<file path="src/hdl/tfrm_pkg.sv">
package tfrm_pkg;

  // ==========================================================================
  // Register offsets (word index; byte address is four times the index)
  // ==========================================================================
  localparam logic [7:0] IDX_CONFIG_ONE = 8'h00;
  localparam logic [7:0] IDX_CONFIG_TWO = 8'h01;
  localparam logic [7:0] IDX_STATUS_ONE = 8'h02;
  localparam logic [7:0] IDX_STATUS_TWO = 8'h03;
  localparam logic [7:0] IDX_EXT_FRACTION = 8'h06;
  localparam logic [7:0] IDX_FACTORY_TEST = 8'h07;
  localparam logic [7:0] IDX_FAN_SPEED_COUNT = 8'h08;
  localparam logic [7:0] IDX_LOCAL_TEMP = 8'h0A;
  localparam logic [7:0] IDX_REMOTE_TEMP = 8'h0B;
  localparam logic [7:0] IDX_LOCAL_OFFSET = 8'h0D;
  localparam logic [7:0] IDX_REMOTE_OFFSET = 8'h0E;
  localparam logic [7:0] IDX_FAN_COUNT_LIMIT = 8'h10;
  localparam logic [7:0] IDX_LOCAL_HIGH = 8'h14;
  localparam logic [7:0] IDX_LOCAL_LOW = 8'h15;
  localparam logic [7:0] IDX_LOCAL_OVERTEMP = 8'h16;
  localparam logic [7:0] IDX_REMOTE_HIGH = 8'h18;
  localparam logic [7:0] IDX_REMOTE_LOW = 8'h19;
  localparam logic [7:0] IDX_REMOTE_OVERTEMP = 8'h1A;
  localparam logic [7:0] IDX_FAN_CHARACTERISTICS = 8'h20;
  localparam logic [7:0] IDX_FAN_SPEED_SETUP = 8'h22;
  localparam logic [7:0] IDX_FAN_FILTER = 8'h23;
  localparam logic [7:0] IDX_LOCAL_START_RANGE = 8'h24;
  localparam logic [7:0] IDX_REMOTE_START_RANGE = 8'h25;
  localparam logic [7:0] IDX_PART_ID = 8'h3D;
  localparam logic [7:0] IDX_MAKER_ID = 8'h3E;
  localparam logic [7:0] IDX_OT_REVISION = 8'h3F;

  // ==========================================================================
  // Reset values
  // ==========================================================================
  localparam logic [7:0] RST_CONFIG_ONE = 8'h90;
  localparam logic [7:0] RST_CONFIG_TWO = 8'h7F;
  localparam logic [7:0] RST_STATUS = 8'h00;
  localparam logic [7:0] RST_FAN_COUNT_LIMIT = 8'hFF;
  localparam logic [7:0] RST_LOCAL_HIGH = 8'h3C;
  localparam logic [7:0] RST_LOCAL_LOW = 8'h00;
  localparam logic [7:0] RST_LOCAL_OVERTEMP = 8'h46;
  localparam logic [7:0] RST_REMOTE_HIGH = 8'h50;
  localparam logic [7:0] RST_REMOTE_LOW = 8'h00;
  localparam logic [7:0] RST_REMOTE_OVERTEMP = 8'h64;
  localparam logic [7:0] RST_FAN_CHARACTERISTICS = 8'h5D;
  localparam logic [7:0] RST_FAN_SPEED_SETUP = 8'h55;
  localparam logic [7:0] RST_FAN_FILTER = 8'h55;
  localparam logic [7:0] RST_LOCAL_START_RANGE = 8'h41;
  localparam logic [7:0] RST_REMOTE_START_RANGE = 8'h61;
  localparam logic [7:0] RST_ZERO = 8'h00;
  localparam logic [7:0] RST_OT_FORCE = 8'h00;

  // ==========================================================================
  // Field positions
  // ==========================================================================
  localparam int C1_MONITOR = 0;
  localparam int C1_INT_EN = 1;
  localparam int C1_SPEED_SENSE = 2;
  localparam int C1_DRIVE_INVERT = 3;
  localparam int C1_FAULT_EN = 4;
  localparam int C1_LOOP_LO = 5;
  localparam int C1_LOOP_HI = 6;
  localparam int C1_OWNER = 7;
  localparam int C2_DRIVE_EN = 0;
  localparam int C2_SENSE_EN = 2;
  localparam int C2_SOFT_RESET = 7;
  localparam int OTR_FORCE = 7;
  localparam logic [7:0] OTR_WRITE_MASK = 8'h80;

  // Automatic loop source encodings
  localparam logic [1:0] LOOP_REMOTE = 2'h0;
  localparam logic [1:0] LOOP_FASTEST = 2'h3;

  // ==========================================================================
  // Decoded control bundle
  // ==========================================================================
  typedef struct packed {
    logic monitor_enable;
    logic interrupt_enable;
    logic speed_sense_select;
    logic drive_invert;
    logic fault_output_enable;
    logic [1:0] loop_source;
    logic control_owner_select;
    logic drive_enable;
    logic sense_enable;
    logic overtemp_force_enable;
  } tfrm_ctrl_type;

  // Measurement inputs from the sensing engines
  typedef struct packed {
    logic [7:0] local_temp;
    logic [7:0] remote_temp;
    logic [7:0] fraction;
    logic [7:0] status_one;
    logic [7:0] status_two;
  } tfrm_meas_type;

endpackage

</file>
<file path="src/hdl/tfrm_regs.sv">
`timescale 1ns/1ps
// ============================================================================
// What this block does
// - Config one bit 0 enables monitoring.
// - Config one bit 1 gates interrupt output.
// - Config one bit 2 selects analog speed sense.
// - Config one bit 3 inverts fan drive.
// - Config one bit 4 enables fan-failure output.
// - Config one bits 6-5 pick loop source.
// - Config one bit 7 selects automatic control.
// - Tach count above limit flags slow fan.
// - Part identifier at 0x3D, read only.
// - Maker identifier at 0x3E, read only.
// - 0x3F holds revision and overtemp force.
// - 0x0A/0x0B hold temperature value MSBs.
// - 0x08 holds tach count, read/write.
// - Limit registers load documented temperature defaults.
// - Config registers load defaults; status reads meas_i directly.
// - Fan setup registers load documented defaults.
// - 0x06 returns extended fraction bits.
// - Offsets at 0x0D/0x0E are read/write.
// - Config two enables drive and sense.
// - Config two bit 7 resets, self-clears.
// ============================================================================
module tfrm_regs #(
  parameter logic [7:0] PART_ID = 8'h5A,  // Arbitrary value
  parameter logic [7:0] MAKER_ID = 8'hA5, // Arbitrary value
  parameter logic [3:0] REVISION = 4'h1
) (
  input wire logic clk_i,
  input wire logic rst_i,
  input wire logic wb_cyc_i,
  input wire logic wb_stb_i,
  input wire logic wb_we_i,
  input wire logic [7:0] wb_adr_i,
  input wire logic [3:0] wb_sel_i,
  input wire logic [31:0] wb_dat_i,
  output logic [31:0] wb_dat_o,
  output logic wb_ack_o,
  input wire tfrm_pkg::tfrm_meas_type meas_i,
  input wire logic tach_valid_i,
  input wire logic [7:0] tach_count_i,
  output tfrm_pkg::tfrm_ctrl_type ctrl_o,
  output logic fan_slow_o,
  output logic soft_reset_o
);

  // ==========================================================================
  // Bus decode
  // ==========================================================================
  logic ack_q;
  logic [31:0] dat_q;
  logic [5:0] word_idx;
  logic [7:0] idx;
  logic req;
  logic wr;
  logic [7:0] rd_byte;
  logic soft_rst;

  // Byte address is four times the index; data in the low lane
  assign word_idx = wb_adr_i[7:2];
  assign idx = {2'h0, word_idx};
  assign req = wb_cyc_i & wb_stb_i & ~ack_q;
  assign wr = req & wb_we_i & wb_sel_i[0];

  // ==========================================================================
  // Register storage
  // ==========================================================================
  logic [7:0] config_one_q;
  logic [7:0] config_two_q;
  logic [7:0] fan_speed_count_q;
  logic [7:0] local_offset_q;
  logic [7:0] remote_offset_q;
  logic [7:0] fan_count_limit_q;
  logic [7:0] local_high_q;
  logic [7:0] local_low_q;
  logic [7:0] local_overtemp_q;
  logic [7:0] remote_high_q;
  logic [7:0] remote_low_q;
  logic [7:0] remote_overtemp_q;
  logic [7:0] fan_char_q;
  logic [7:0] fan_setup_q;
  logic [7:0] fan_filter_q;
  logic [7:0] local_range_q;
  logic [7:0] remote_range_q;
  logic [7:0] ot_force_q;
  logic soft_reset_q;
  logic fan_slow_q;

  // Soft reset acts as a reset for one cycle after the write
  assign soft_rst = rst_i | soft_reset_q;

  // Config one: monitor and fan mode fields
  always_ff @(posedge clk_i) begin
    if (soft_rst) begin
      config_one_q <= tfrm_pkg::RST_CONFIG_ONE;
    end else if (wr && idx == tfrm_pkg::IDX_CONFIG_ONE) begin
      config_one_q <= wb_dat_i[7:0];
    end
  end

  // Config two: soft reset bit is never stored, so it reads zero
  always_ff @(posedge clk_i) begin
    if (soft_rst) begin
      config_two_q <= tfrm_pkg::RST_CONFIG_TWO;
    end else if (wr && idx == tfrm_pkg::IDX_CONFIG_TWO) begin
      config_two_q <= {1'b0, wb_dat_i[6:0]};
    end
  end

  // Fan characteristics
  always_ff @(posedge clk_i) begin
    if (soft_rst) begin
      fan_char_q <= tfrm_pkg::RST_FAN_CHARACTERISTICS;
    end else if (wr && idx == tfrm_pkg::IDX_FAN_CHARACTERISTICS) begin
      fan_char_q <= wb_dat_i[7:0];
    end
  end

  // Fan speed setup
  always_ff @(posedge clk_i) begin
    if (soft_rst) begin
      fan_setup_q <= tfrm_pkg::RST_FAN_SPEED_SETUP;
    end else if (wr && idx == tfrm_pkg::IDX_FAN_SPEED_SETUP) begin
      fan_setup_q <= wb_dat_i[7:0];
    end
  end

  // Fan filter
  always_ff @(posedge clk_i) begin
    if (soft_rst) begin
      fan_filter_q <= tfrm_pkg::RST_FAN_FILTER;
    end else if (wr && idx == tfrm_pkg::IDX_FAN_FILTER) begin
      fan_filter_q <= wb_dat_i[7:0];
    end
  end

  // Local start temperature and span
  always_ff @(posedge clk_i) begin
    if (soft_rst) begin
      local_range_q <= tfrm_pkg::RST_LOCAL_START_RANGE;
    end else if (wr && idx == tfrm_pkg::IDX_LOCAL_START_RANGE) begin
      local_range_q <= wb_dat_i[7:0];
    end
  end

  // Remote start temperature and span
  always_ff @(posedge clk_i) begin
    if (soft_rst) begin
      remote_range_q <= tfrm_pkg::RST_REMOTE_START_RANGE;
    end else if (wr && idx == tfrm_pkg::IDX_REMOTE_START_RANGE) begin
      remote_range_q <= wb_dat_i[7:0];
    end
  end

  // Overtemp force: only bit 7 is writable, revision is fixed
  always_ff @(posedge clk_i) begin
    if (soft_rst) begin
      ot_force_q <= tfrm_pkg::RST_OT_FORCE;
    end else if (wr && idx == tfrm_pkg::IDX_OT_REVISION) begin
      ot_force_q <= wb_dat_i[7:0] & tfrm_pkg::OTR_WRITE_MASK;
    end
  end

  // ==========================================================================
  // Limit and offset registers
  // ==========================================================================
  // Fan count limit
  always_ff @(posedge clk_i) begin
    if (soft_rst) begin
      fan_count_limit_q <= tfrm_pkg::RST_FAN_COUNT_LIMIT;
    end else if (wr && idx == tfrm_pkg::IDX_FAN_COUNT_LIMIT) begin
      fan_count_limit_q <= wb_dat_i[7:0];
    end
  end

  // Local high limit
  always_ff @(posedge clk_i) begin
    if (soft_rst) begin
      local_high_q <= tfrm_pkg::RST_LOCAL_HIGH;
    end else if (wr && idx == tfrm_pkg::IDX_LOCAL_HIGH) begin
      local_high_q <= wb_dat_i[7:0];
    end
  end

  // Local low limit
  always_ff @(posedge clk_i) begin
    if (soft_rst) begin
      local_low_q <= tfrm_pkg::RST_LOCAL_LOW;
    end else if (wr && idx == tfrm_pkg::IDX_LOCAL_LOW) begin
      local_low_q <= wb_dat_i[7:0];
    end
  end

  // Local overtemp limit
  always_ff @(posedge clk_i) begin
    if (soft_rst) begin
      local_overtemp_q <= tfrm_pkg::RST_LOCAL_OVERTEMP;
    end else if (wr && idx == tfrm_pkg::IDX_LOCAL_OVERTEMP) begin
      local_overtemp_q <= wb_dat_i[7:0];
    end
  end

  // Remote high limit
  always_ff @(posedge clk_i) begin
    if (soft_rst) begin
      remote_high_q <= tfrm_pkg::RST_REMOTE_HIGH;
    end else if (wr && idx == tfrm_pkg::IDX_REMOTE_HIGH) begin
      remote_high_q <= wb_dat_i[7:0];
    end
  end

  // Remote low limit
  always_ff @(posedge clk_i) begin
    if (soft_rst) begin
      remote_low_q <= tfrm_pkg::RST_REMOTE_LOW;
    end else if (wr && idx == tfrm_pkg::IDX_REMOTE_LOW) begin
      remote_low_q <= wb_dat_i[7:0];
    end
  end

  // Remote overtemp limit
  always_ff @(posedge clk_i) begin
    if (soft_rst) begin
      remote_overtemp_q <= tfrm_pkg::RST_REMOTE_OVERTEMP;
    end else if (wr && idx == tfrm_pkg::IDX_REMOTE_OVERTEMP) begin
      remote_overtemp_q <= wb_dat_i[7:0];
    end
  end

  // Local temperature offset
  always_ff @(posedge clk_i) begin
    if (soft_rst) begin
      local_offset_q <= tfrm_pkg::RST_ZERO;
    end else if (wr && idx == tfrm_pkg::IDX_LOCAL_OFFSET) begin
      local_offset_q <= wb_dat_i[7:0];
    end
  end

  // Remote temperature offset
  always_ff @(posedge clk_i) begin
    if (soft_rst) begin
      remote_offset_q <= tfrm_pkg::RST_ZERO;
    end else if (wr && idx == tfrm_pkg::IDX_REMOTE_OFFSET) begin
      remote_offset_q <= wb_dat_i[7:0];
    end
  end

  // Tach count: host write, or new measurement while monitoring with sense enabled; measurement wins
  always_ff @(posedge clk_i) begin
    if (soft_rst) begin
      fan_speed_count_q <= tfrm_pkg::RST_ZERO;
    end else if (tach_valid_i & ctrl_o.monitor_enable & ctrl_o.sense_enable) begin
      fan_speed_count_q <= tach_count_i;
    end else if (wr && idx == tfrm_pkg::IDX_FAN_SPEED_COUNT) begin
      fan_speed_count_q <= wb_dat_i[7:0];
    end
  end

  // Self-clearing soft reset request
  always_ff @(posedge clk_i) begin
    if (rst_i) begin
      soft_reset_q <= 1'b0;
    end else begin
      soft_reset_q <= wr & (idx == tfrm_pkg::IDX_CONFIG_TWO) & wb_dat_i[tfrm_pkg::C2_SOFT_RESET];
    end
  end

  // ==========================================================================
  // Control decode
  // ==========================================================================
  // Configuration fields fan out to the fan and monitor engines
  assign ctrl_o.monitor_enable = config_one_q[tfrm_pkg::C1_MONITOR];
  assign ctrl_o.interrupt_enable = config_one_q[tfrm_pkg::C1_INT_EN];
  assign ctrl_o.speed_sense_select = config_one_q[tfrm_pkg::C1_SPEED_SENSE];
  assign ctrl_o.drive_invert = config_one_q[tfrm_pkg::C1_DRIVE_INVERT];
  assign ctrl_o.fault_output_enable = config_one_q[tfrm_pkg::C1_FAULT_EN];
  assign ctrl_o.loop_source = config_one_q[tfrm_pkg::C1_LOOP_HI:tfrm_pkg::C1_LOOP_LO];
  assign ctrl_o.control_owner_select = config_one_q[tfrm_pkg::C1_OWNER];
  assign ctrl_o.drive_enable = config_two_q[tfrm_pkg::C2_DRIVE_EN];
  assign ctrl_o.sense_enable = config_two_q[tfrm_pkg::C2_SENSE_EN];
  assign ctrl_o.overtemp_force_enable = ot_force_q[tfrm_pkg::OTR_FORCE];
  assign soft_reset_o = soft_reset_q;

  // Slow or stalled fan: larger count means slower fan; flag is registered
  always_ff @(posedge clk_i) begin
    if (soft_rst) begin
      fan_slow_q <= 1'b0;
    end else begin
      fan_slow_q <= (fan_speed_count_q > fan_count_limit_q);
    end
  end
  assign fan_slow_o = fan_slow_q;

  // ==========================================================================
  // Read mux
  // ==========================================================================
  always_comb begin
    case (idx)
      tfrm_pkg::IDX_CONFIG_ONE: rd_byte = config_one_q;
      tfrm_pkg::IDX_CONFIG_TWO: rd_byte = config_two_q;
      tfrm_pkg::IDX_STATUS_ONE: rd_byte = meas_i.status_one;
      tfrm_pkg::IDX_STATUS_TWO: rd_byte = meas_i.status_two;
      tfrm_pkg::IDX_EXT_FRACTION: rd_byte = meas_i.fraction;
      tfrm_pkg::IDX_FAN_SPEED_COUNT: rd_byte = fan_speed_count_q;
      tfrm_pkg::IDX_LOCAL_TEMP: rd_byte = meas_i.local_temp;
      tfrm_pkg::IDX_REMOTE_TEMP: rd_byte = meas_i.remote_temp;
      tfrm_pkg::IDX_LOCAL_OFFSET: rd_byte = local_offset_q;
      tfrm_pkg::IDX_REMOTE_OFFSET: rd_byte = remote_offset_q;
      tfrm_pkg::IDX_FAN_COUNT_LIMIT: rd_byte = fan_count_limit_q;
      tfrm_pkg::IDX_LOCAL_HIGH: rd_byte = local_high_q;
      tfrm_pkg::IDX_LOCAL_LOW: rd_byte = local_low_q;
      tfrm_pkg::IDX_LOCAL_OVERTEMP: rd_byte = local_overtemp_q;
      tfrm_pkg::IDX_REMOTE_HIGH: rd_byte = remote_high_q;
      tfrm_pkg::IDX_REMOTE_LOW: rd_byte = remote_low_q;
      tfrm_pkg::IDX_REMOTE_OVERTEMP: rd_byte = remote_overtemp_q;
      tfrm_pkg::IDX_FAN_CHARACTERISTICS: rd_byte = fan_char_q;
      tfrm_pkg::IDX_FAN_SPEED_SETUP: rd_byte = fan_setup_q;
      tfrm_pkg::IDX_FAN_FILTER: rd_byte = fan_filter_q;
      tfrm_pkg::IDX_LOCAL_START_RANGE: rd_byte = local_range_q;
      tfrm_pkg::IDX_REMOTE_START_RANGE: rd_byte = remote_range_q;
      tfrm_pkg::IDX_PART_ID: rd_byte = PART_ID;
      tfrm_pkg::IDX_MAKER_ID: rd_byte = MAKER_ID;
      tfrm_pkg::IDX_OT_REVISION: rd_byte = ot_force_q | {4'h0, REVISION};
      default: rd_byte = 8'h00;
    endcase
  end

  // One-wait-state acknowledge with registered read data
  always_ff @(posedge clk_i) begin
    if (rst_i) begin
      ack_q <= 1'b0;
      dat_q <= 32'h0000_0000;
    end else begin
      ack_q <= req;
      if (req & ~wb_we_i) dat_q <= {24'h00_0000, rd_byte};
    end
  end

  assign wb_ack_o = ack_q;
  assign wb_dat_o = dat_q;

endmodule // tfrm_regs

</file>
<file path="config.mk">
export PLATFORM = sky130hd
export DESIGN_NAME = tfrm_regs
export DESIGN_NICKNAME = d
export VERILOG_FILES = /design/src/hdl/tfrm_pkg.sv /design/src/hdl/tfrm_regs.sv
export SDC_FILE = /design/constraint.sdc
export NUM_CORES = 1
export LEC_CHECK = 0
export ABC_CLOCK_PERIOD_IN_PS = 2610
export BUFFER_PORTS_ARGS = -buffer_cell sky130_fd_sc_hd__buf_4
export CAP_MARGIN = 40
export CORE_MARGIN = 2
export CORE_UTILIZATION = 50
export CTS_CLUSTER_DIAMETER = 100
export DETAILED_ROUTE_END_ITERATION = 12
export MAX_ROUTING_LAYER = met4
export PLACE_DENSITY = 0.83
export SLEW_MARGIN = 20
export SYNTH_ARGS = -nofsm -noshare
export SYNTH_HDL_FRONTEND = slang
export SYNTH_SLANG_ARGS = --single-unit
</file>
<file path="constraint.sdc">
create_clock -name clk_i -period 2.61 [get_ports clk_i]
set_input_delay 0.3915 -clock clk_i [delete_from_list [all_inputs] [get_ports clk_i]]
set_output_delay 0.3915 -clock clk_i [all_outputs]
set_load 0.02 [all_outputs]
</file>
* Word-level counts from Yosys, hierarchy flattened *
Cells that the tools add are included.

storage, ports and cells
  flip-flop bits (word level) = 147
  bits of input ports = 98
  output and inout port bits = 46
  logic and storage cells = 82

cells by class
  order comparisons = 1
  equality and inequality tests = 24
  multiplexer cells = 3
  bitwise operators = 12
  reduce and logical (&&, ||, !) cells = 20

operators with widths
  cell                                                  number
  one-hot mux 8 bit (25 select lines)                   1
  equality test 6 bit (second input constant)           8
  equality test 6 x 5 -> 1 bit (second input constant)  7
  equality test 6 x 4 -> 1 bit (second input constant)  5
  logical AND 1 bit                                     18
  2-to-1 mux 8 bit                                      2
  equality test 6 x 2 -> 1 bit (second input constant)  2
  AND 1 bit                                             9
  greater-than comparator 8 bit                         1
  zero test 8 bit                                       1
  equality test 6 x 1 -> 1 bit (second input constant)  1
  equality test 6 x 3 -> 1 bit (second input constant)  1
  NOT 1 bit                                             2
  nonzero test 2 bit                                    1
  bitwise OR 1 bit                                      1

* Logic depth before layout (Yosys ltp) *
  depth after elaboration = 7
  depth in mapped cells = 8
  mapped depth without buffers = 7

* Worst setup path before layout *
No wires, ideal clock.

  path kind = register to register
  from = reg ack_q, in the netlist wb_ack_o
  to = reg fan_filter_q[4]
  setup time = 0.129 ns
  data arrival time = 1.907 ns
  required time = 2.481 ns
  slack = 0.574 ns
  stages on the path, launching flop included = 8
  path buffers = 2
  period minus slack after synthesis = 2.036 ns
  path through = dfxtp_1 > and3b_1 > nand3_2 > buf_2 > buf_2 > nor2_2 > mux2i_1 > nand2_1

between the ends
  cells in the longest elaborated chain, start to end = 5

RTL lines
  element                 RTL line          text
  start, declared         tfrm_regs.sv:51   logic ack_q;
  start signal, assigned  tfrm_regs.sv:335  ack_q <= req;
  NOT 1 bit               tfrm_regs.sv:63   assign req = wb_cyc_i & wb_stb_i & ~ack_q;
  AND 1 bit               tfrm_regs.sv:63
  AND 1 bit (2 in a row)  tfrm_regs.sv:64   assign wr = req & wb_we_i & wb_sel_i[0];
  logical AND 1 bit       tfrm_regs.sv:133  end else if (wr && idx == tfrm_pkg::IDX_FAN_FILTER) begin
  end signal, assigned    tfrm_regs.sv:132  fan_filter_q <= tfrm_pkg::RST_FAN_FILTER;
  end signal, assigned    tfrm_regs.sv:134  fan_filter_q <= wb_dat_i[7:0];
  end, declared           tfrm_regs.sv:83   logic [7:0] fan_filter_q;

Every way passes these cells.
A chain may end at the register's enable or synchronous reset.

* Worst setup path after layout *
  from = in wb_adr_i[5]
  to = reg dat_q[5], in the netlist wb_dat_o[5]

between the ends
  cells in the longest elaborated chain, start to end = 2
  elaborated cells on any way between the ends = 26
  classes of those cells = 24 x eq/ne; 1 x mux; 1 x reduce/logical

RTL lines
  element                                      RTL line          text
  start, declared                              tfrm_regs.sv:35   input wire logic [7:0] wb_adr_i,
  equality test 6 bit (tied with other cells)  tfrm_regs.sv:299  case (idx)
  one-hot mux 8 bit (25 select lines) *        tfrm_regs.sv:299
  end signal, assigned                         tfrm_regs.sv:336  if (req & ~wb_we_i) dat_q <= {24'h00_0000, rd_byte};
  end, declared                                tfrm_regs.sv:52   logic [31:0] dat_q;

Every way passes the cells marked *; elsewhere a longest branch is shown, timed or not.

==> flow_summary.toml <==
[timing]
slew_headroom_pct = 46.81
slew_violations = 0
rsz0062_at_grt = "false"
worst_slack_ns = 0.4934
hold_viol = 0
clock_skew_ns = 0.005171
finalCritPeriodShare_pct = 81.10
setup_violations = 0
min_period_ns = 2.117
clock.fmax_mhz = 472.5
tightest_slew_ns = 0.7905
setup-tns-final_ns = 0

[critical_path]
worstPathMaxFanout = 27
slowest_stage = "nor4_1"
start_kind = "input pin"
cp_top_family = "simple AND/OR/NAND/NOR gates"
cp_data_required_time_ns = 2.88
worst-path-buf-inv = 2
critPathCaptureType = "flip-flop"
cpPeakStageDelay_ns = 0.68
crit_path_cell_trace = "buf_4 > buf_4 > nor2_1 > nand2_1 > o21ai_0 > nor4_1 > a221oi_1"
path_class = "in2reg"
cp.arrival_ns = 2.38
cpMostUsedCell = "buf_4"

[routing]
wire_per_inst_um = 22.21
wirelength_um = 26320
drc = 0
vias = 7538
drtIter0Drc = 909
firstDrtPassIters = 6
viasPerCell = 6.361
antenna_left = 0

[place]
place_congestion = 0.9940
dp_hpwl_um = 17510
numPortBuffers = 90
dpl.cell_count = 1154
pre_cts_ws_ns = 0.2232

[logic_synthesis]
synth_edf_count = 0
yosys_warnings = 0
syn_inst = 917
ys_ff_latch = 147
synth_ff_type = "dfxtp_1"
ys_seq_area_share_pct = 38.06
syn_area_mm2 = 0.007731
synthArstFlopShare_pct = 0
ys_types = 66
synth.avg_cell_area_um2 = 8.431

[cts]
cts_max_level = 4
hold_buffers = 0
cts_resized = 0
clock_latency_ns = 0.43
cts_sinks = 147
cts_buffers = 17
cts-root-buf = "clkbuf_16"
cts_tree = "built"
post_cts_buffers = 0
clk_pin_slew_ns = 0.06
clk_path_buf_depth = 2

[power]
leakagePower_nw = 3.417
power_density_mw_per_mm2 = 545.7
power_mw = 5.000
ir_drop_v = 0.0004784

[floorplanning]
row_count = 45
pin_count = 144
die_x_um = 128.3
die_y_um = 128.3
initial_core_util_pct = 51.05
coreArea_mm2 = 0.01515
die_area_mm2 = 0.01647

[cells_and_area]
n_antenna_cell = 0
syn2layout_area_growth_pct = 18.51
fin_cells = 1185
fin_nets = 1091
drive_above_1_share_pct = 19.96

[global_routing]
grt_overflow = 0
grt_pass1_vias = 6996
grt_pass1_wl_um = 39320
grt_max_degree = 41
track_usage_pct = 32.71
antenna_found_initial = 0

[outcome]
status = "finished clean"

[flow_run]
maxCapViolCount = 0

[hold_path]
hold_class = "in2reg"
[routing by layer]
metal	vias up	GRT usage [%]	wire [µm]
li1	3355	-	-
met1	3522	40.02	9910
met2	541	49.03	11510
met3	120	7.443	3167
met4	0	20.17	1733
met5	-	-	0
[cell type report]
cell class	count	area, µm²
Clock buffer	25	475.5
Inverter	12	45.04
Multi-Input combinational cell	674	4310
Fill cell	1273	5983
Timing Repair Buffer	133	1099
Sequential cell	147	2943
Clock inverter	6	55.05
Tap cell	188	235.2
[through the flow]
| step | util [%] | instance area, µm² | hold WS [ns] |
|---|---|---|---|
| after detailed placement | 56.99 | 8632 | 0.4536 |
| after CTS | 60.50 | 9163 | 0.2525 |
| after floorplan | - | 7818 | 0.4320 |
| final | 60.50 | 9163 | 0.2546 |
| after global routing | 60.50 | 9163 | 0.2700 |
| after global placement | 56.99 | 8632 | 0.4386 |
[layout by cell type, fill, tap and decap left out, types with 4 or more instances in the layout]
cell / netlist / final
o211ai_1: 12 / 12
buf_12: 0 / 8
a21o_1: 4 / 4
clkinv_2: 0 / 5
clkbuf_16: 0 / 17
clkbuf_1: 54 / 6
buf_4: 26 / 125
mux2i_1: 102 / 102
inv_1: 10 / 10
nor2_4: 3 / 4
nand4_1: 14 / 14
nand3_1: 100 / 100
nand2_1: 125 / 125
a22oi_1: 12 / 12
and3b_1: 5 / 5
mux2_2: 10 / 10
dfxtp_1: 147 / 147
conb_1: 1 / 24
a211oi_1: 9 / 9
nor4_1: 12 / 11
a221oi_1: 10 / 10
a21oi_1: 29 / 29
o2111ai_1: 5 / 5
and4_1: 6 / 6
nand3b_1: 5 / 5
o21ai_0: 27 / 27
nor2_2: 5 / 6
ha_1: 8 / 8
nor2b_1: 7 / 5
nor3_1: 8 / 8
a32oi_1: 5 / 5
nor2_1: 73 / 71
[kinds of logic (layout without fill, tap and decap cells)]
kind of cell / count (synthesis) / after routing / share of synthesized area [%]
AOI/OAI and AO/OA: 134 / 134 / 11.96
xor gates and xnor gates: 1 / 1 / 0.1133
adders and majority gates: 9 / 9 / 1.440
buffers and inverters: 119 / 176 / 7.655
DFF: 147 / 147 / 38.06
muxes: 112 / 112 / 14.66
other: 1 / 24 / 0.04850
and+or+nand+nor: 394 / 394 / 26.06
[synthesized netlist by cell type, drive strengths merged (5+ instances only)]
master / n / area share (%)
dfxtp: 147 / 38
nand2: 125 / 6.1
mux2i: 102 / 13
nand3: 101 / 6.6
nor2: 81 / 4.4
clkbuf: 54 / 2.6
buf: 53 / 4.5
a21oi: 29 / 1.9
o21ai: 27 / 1.7
nor4: 15 / 1.8
nand4: 14 / 1.1
a221oi: 12 / 1.5
a22oi: 12 / 1.2
inv: 12 / 0.58
o211ai: 12 / 1.2
mux2: 10 / 1.5
a211oi: 9 / 0.87
nor3: 9 / 0.73
ha: 8 / 1.3
nor2b: 7 / 0.57
and4: 6 / 0.68
a32oi: 5 / 0.57
and3b: 5 / 0.57
nand3b: 5 / 0.49
nor4b: 5 / 0.95
o2111ai: 5 / 0.57
[power by group]
part	leakage [nW]	switching [mW]	internal [mW]
Sequential	1.19	0.00188	2.25
Clock	0.265	0.915	1.35
Combinational	1.97	0.327	0.163
Total	3.42	1.24	3.76
[final timing paths]
| path | slack [ns] | to | startpoint | cells past startpoint |
|---|---|---|---|---|
| setup / recovery | 0.49 | wb_dat_o[5]$_SDFFE_PP0P_ | wb_adr_i[5] | 7 |
| hold / removal | 0.25 | fan_speed_count_q[7]$_SDFFE_PP0P_ | tach_count_i[7] | 3 |
| setup reg to reg | 0.54 | local_overtemp_q[3]$_SDFFE_PP0P_ | wb_ack_o$_SDFF_PP0_ | 7 |
| hold reg to reg | 0.46 | fan_char_q[5]$_SDFFE_PP0P_ | fan_char_q[5]$_SDFFE_PP0P_ | 2 |
[worst reg2reg max path, delay by kind of cell, from the launching register on]
family	cells	cell delay [ns]
DFF	1	0.32
buffers and inverters	2	0.47
and+or+nand+nor	4	0.94
muxes	1	0.22
No activity file was read; power rests on OpenSTA's default activity.
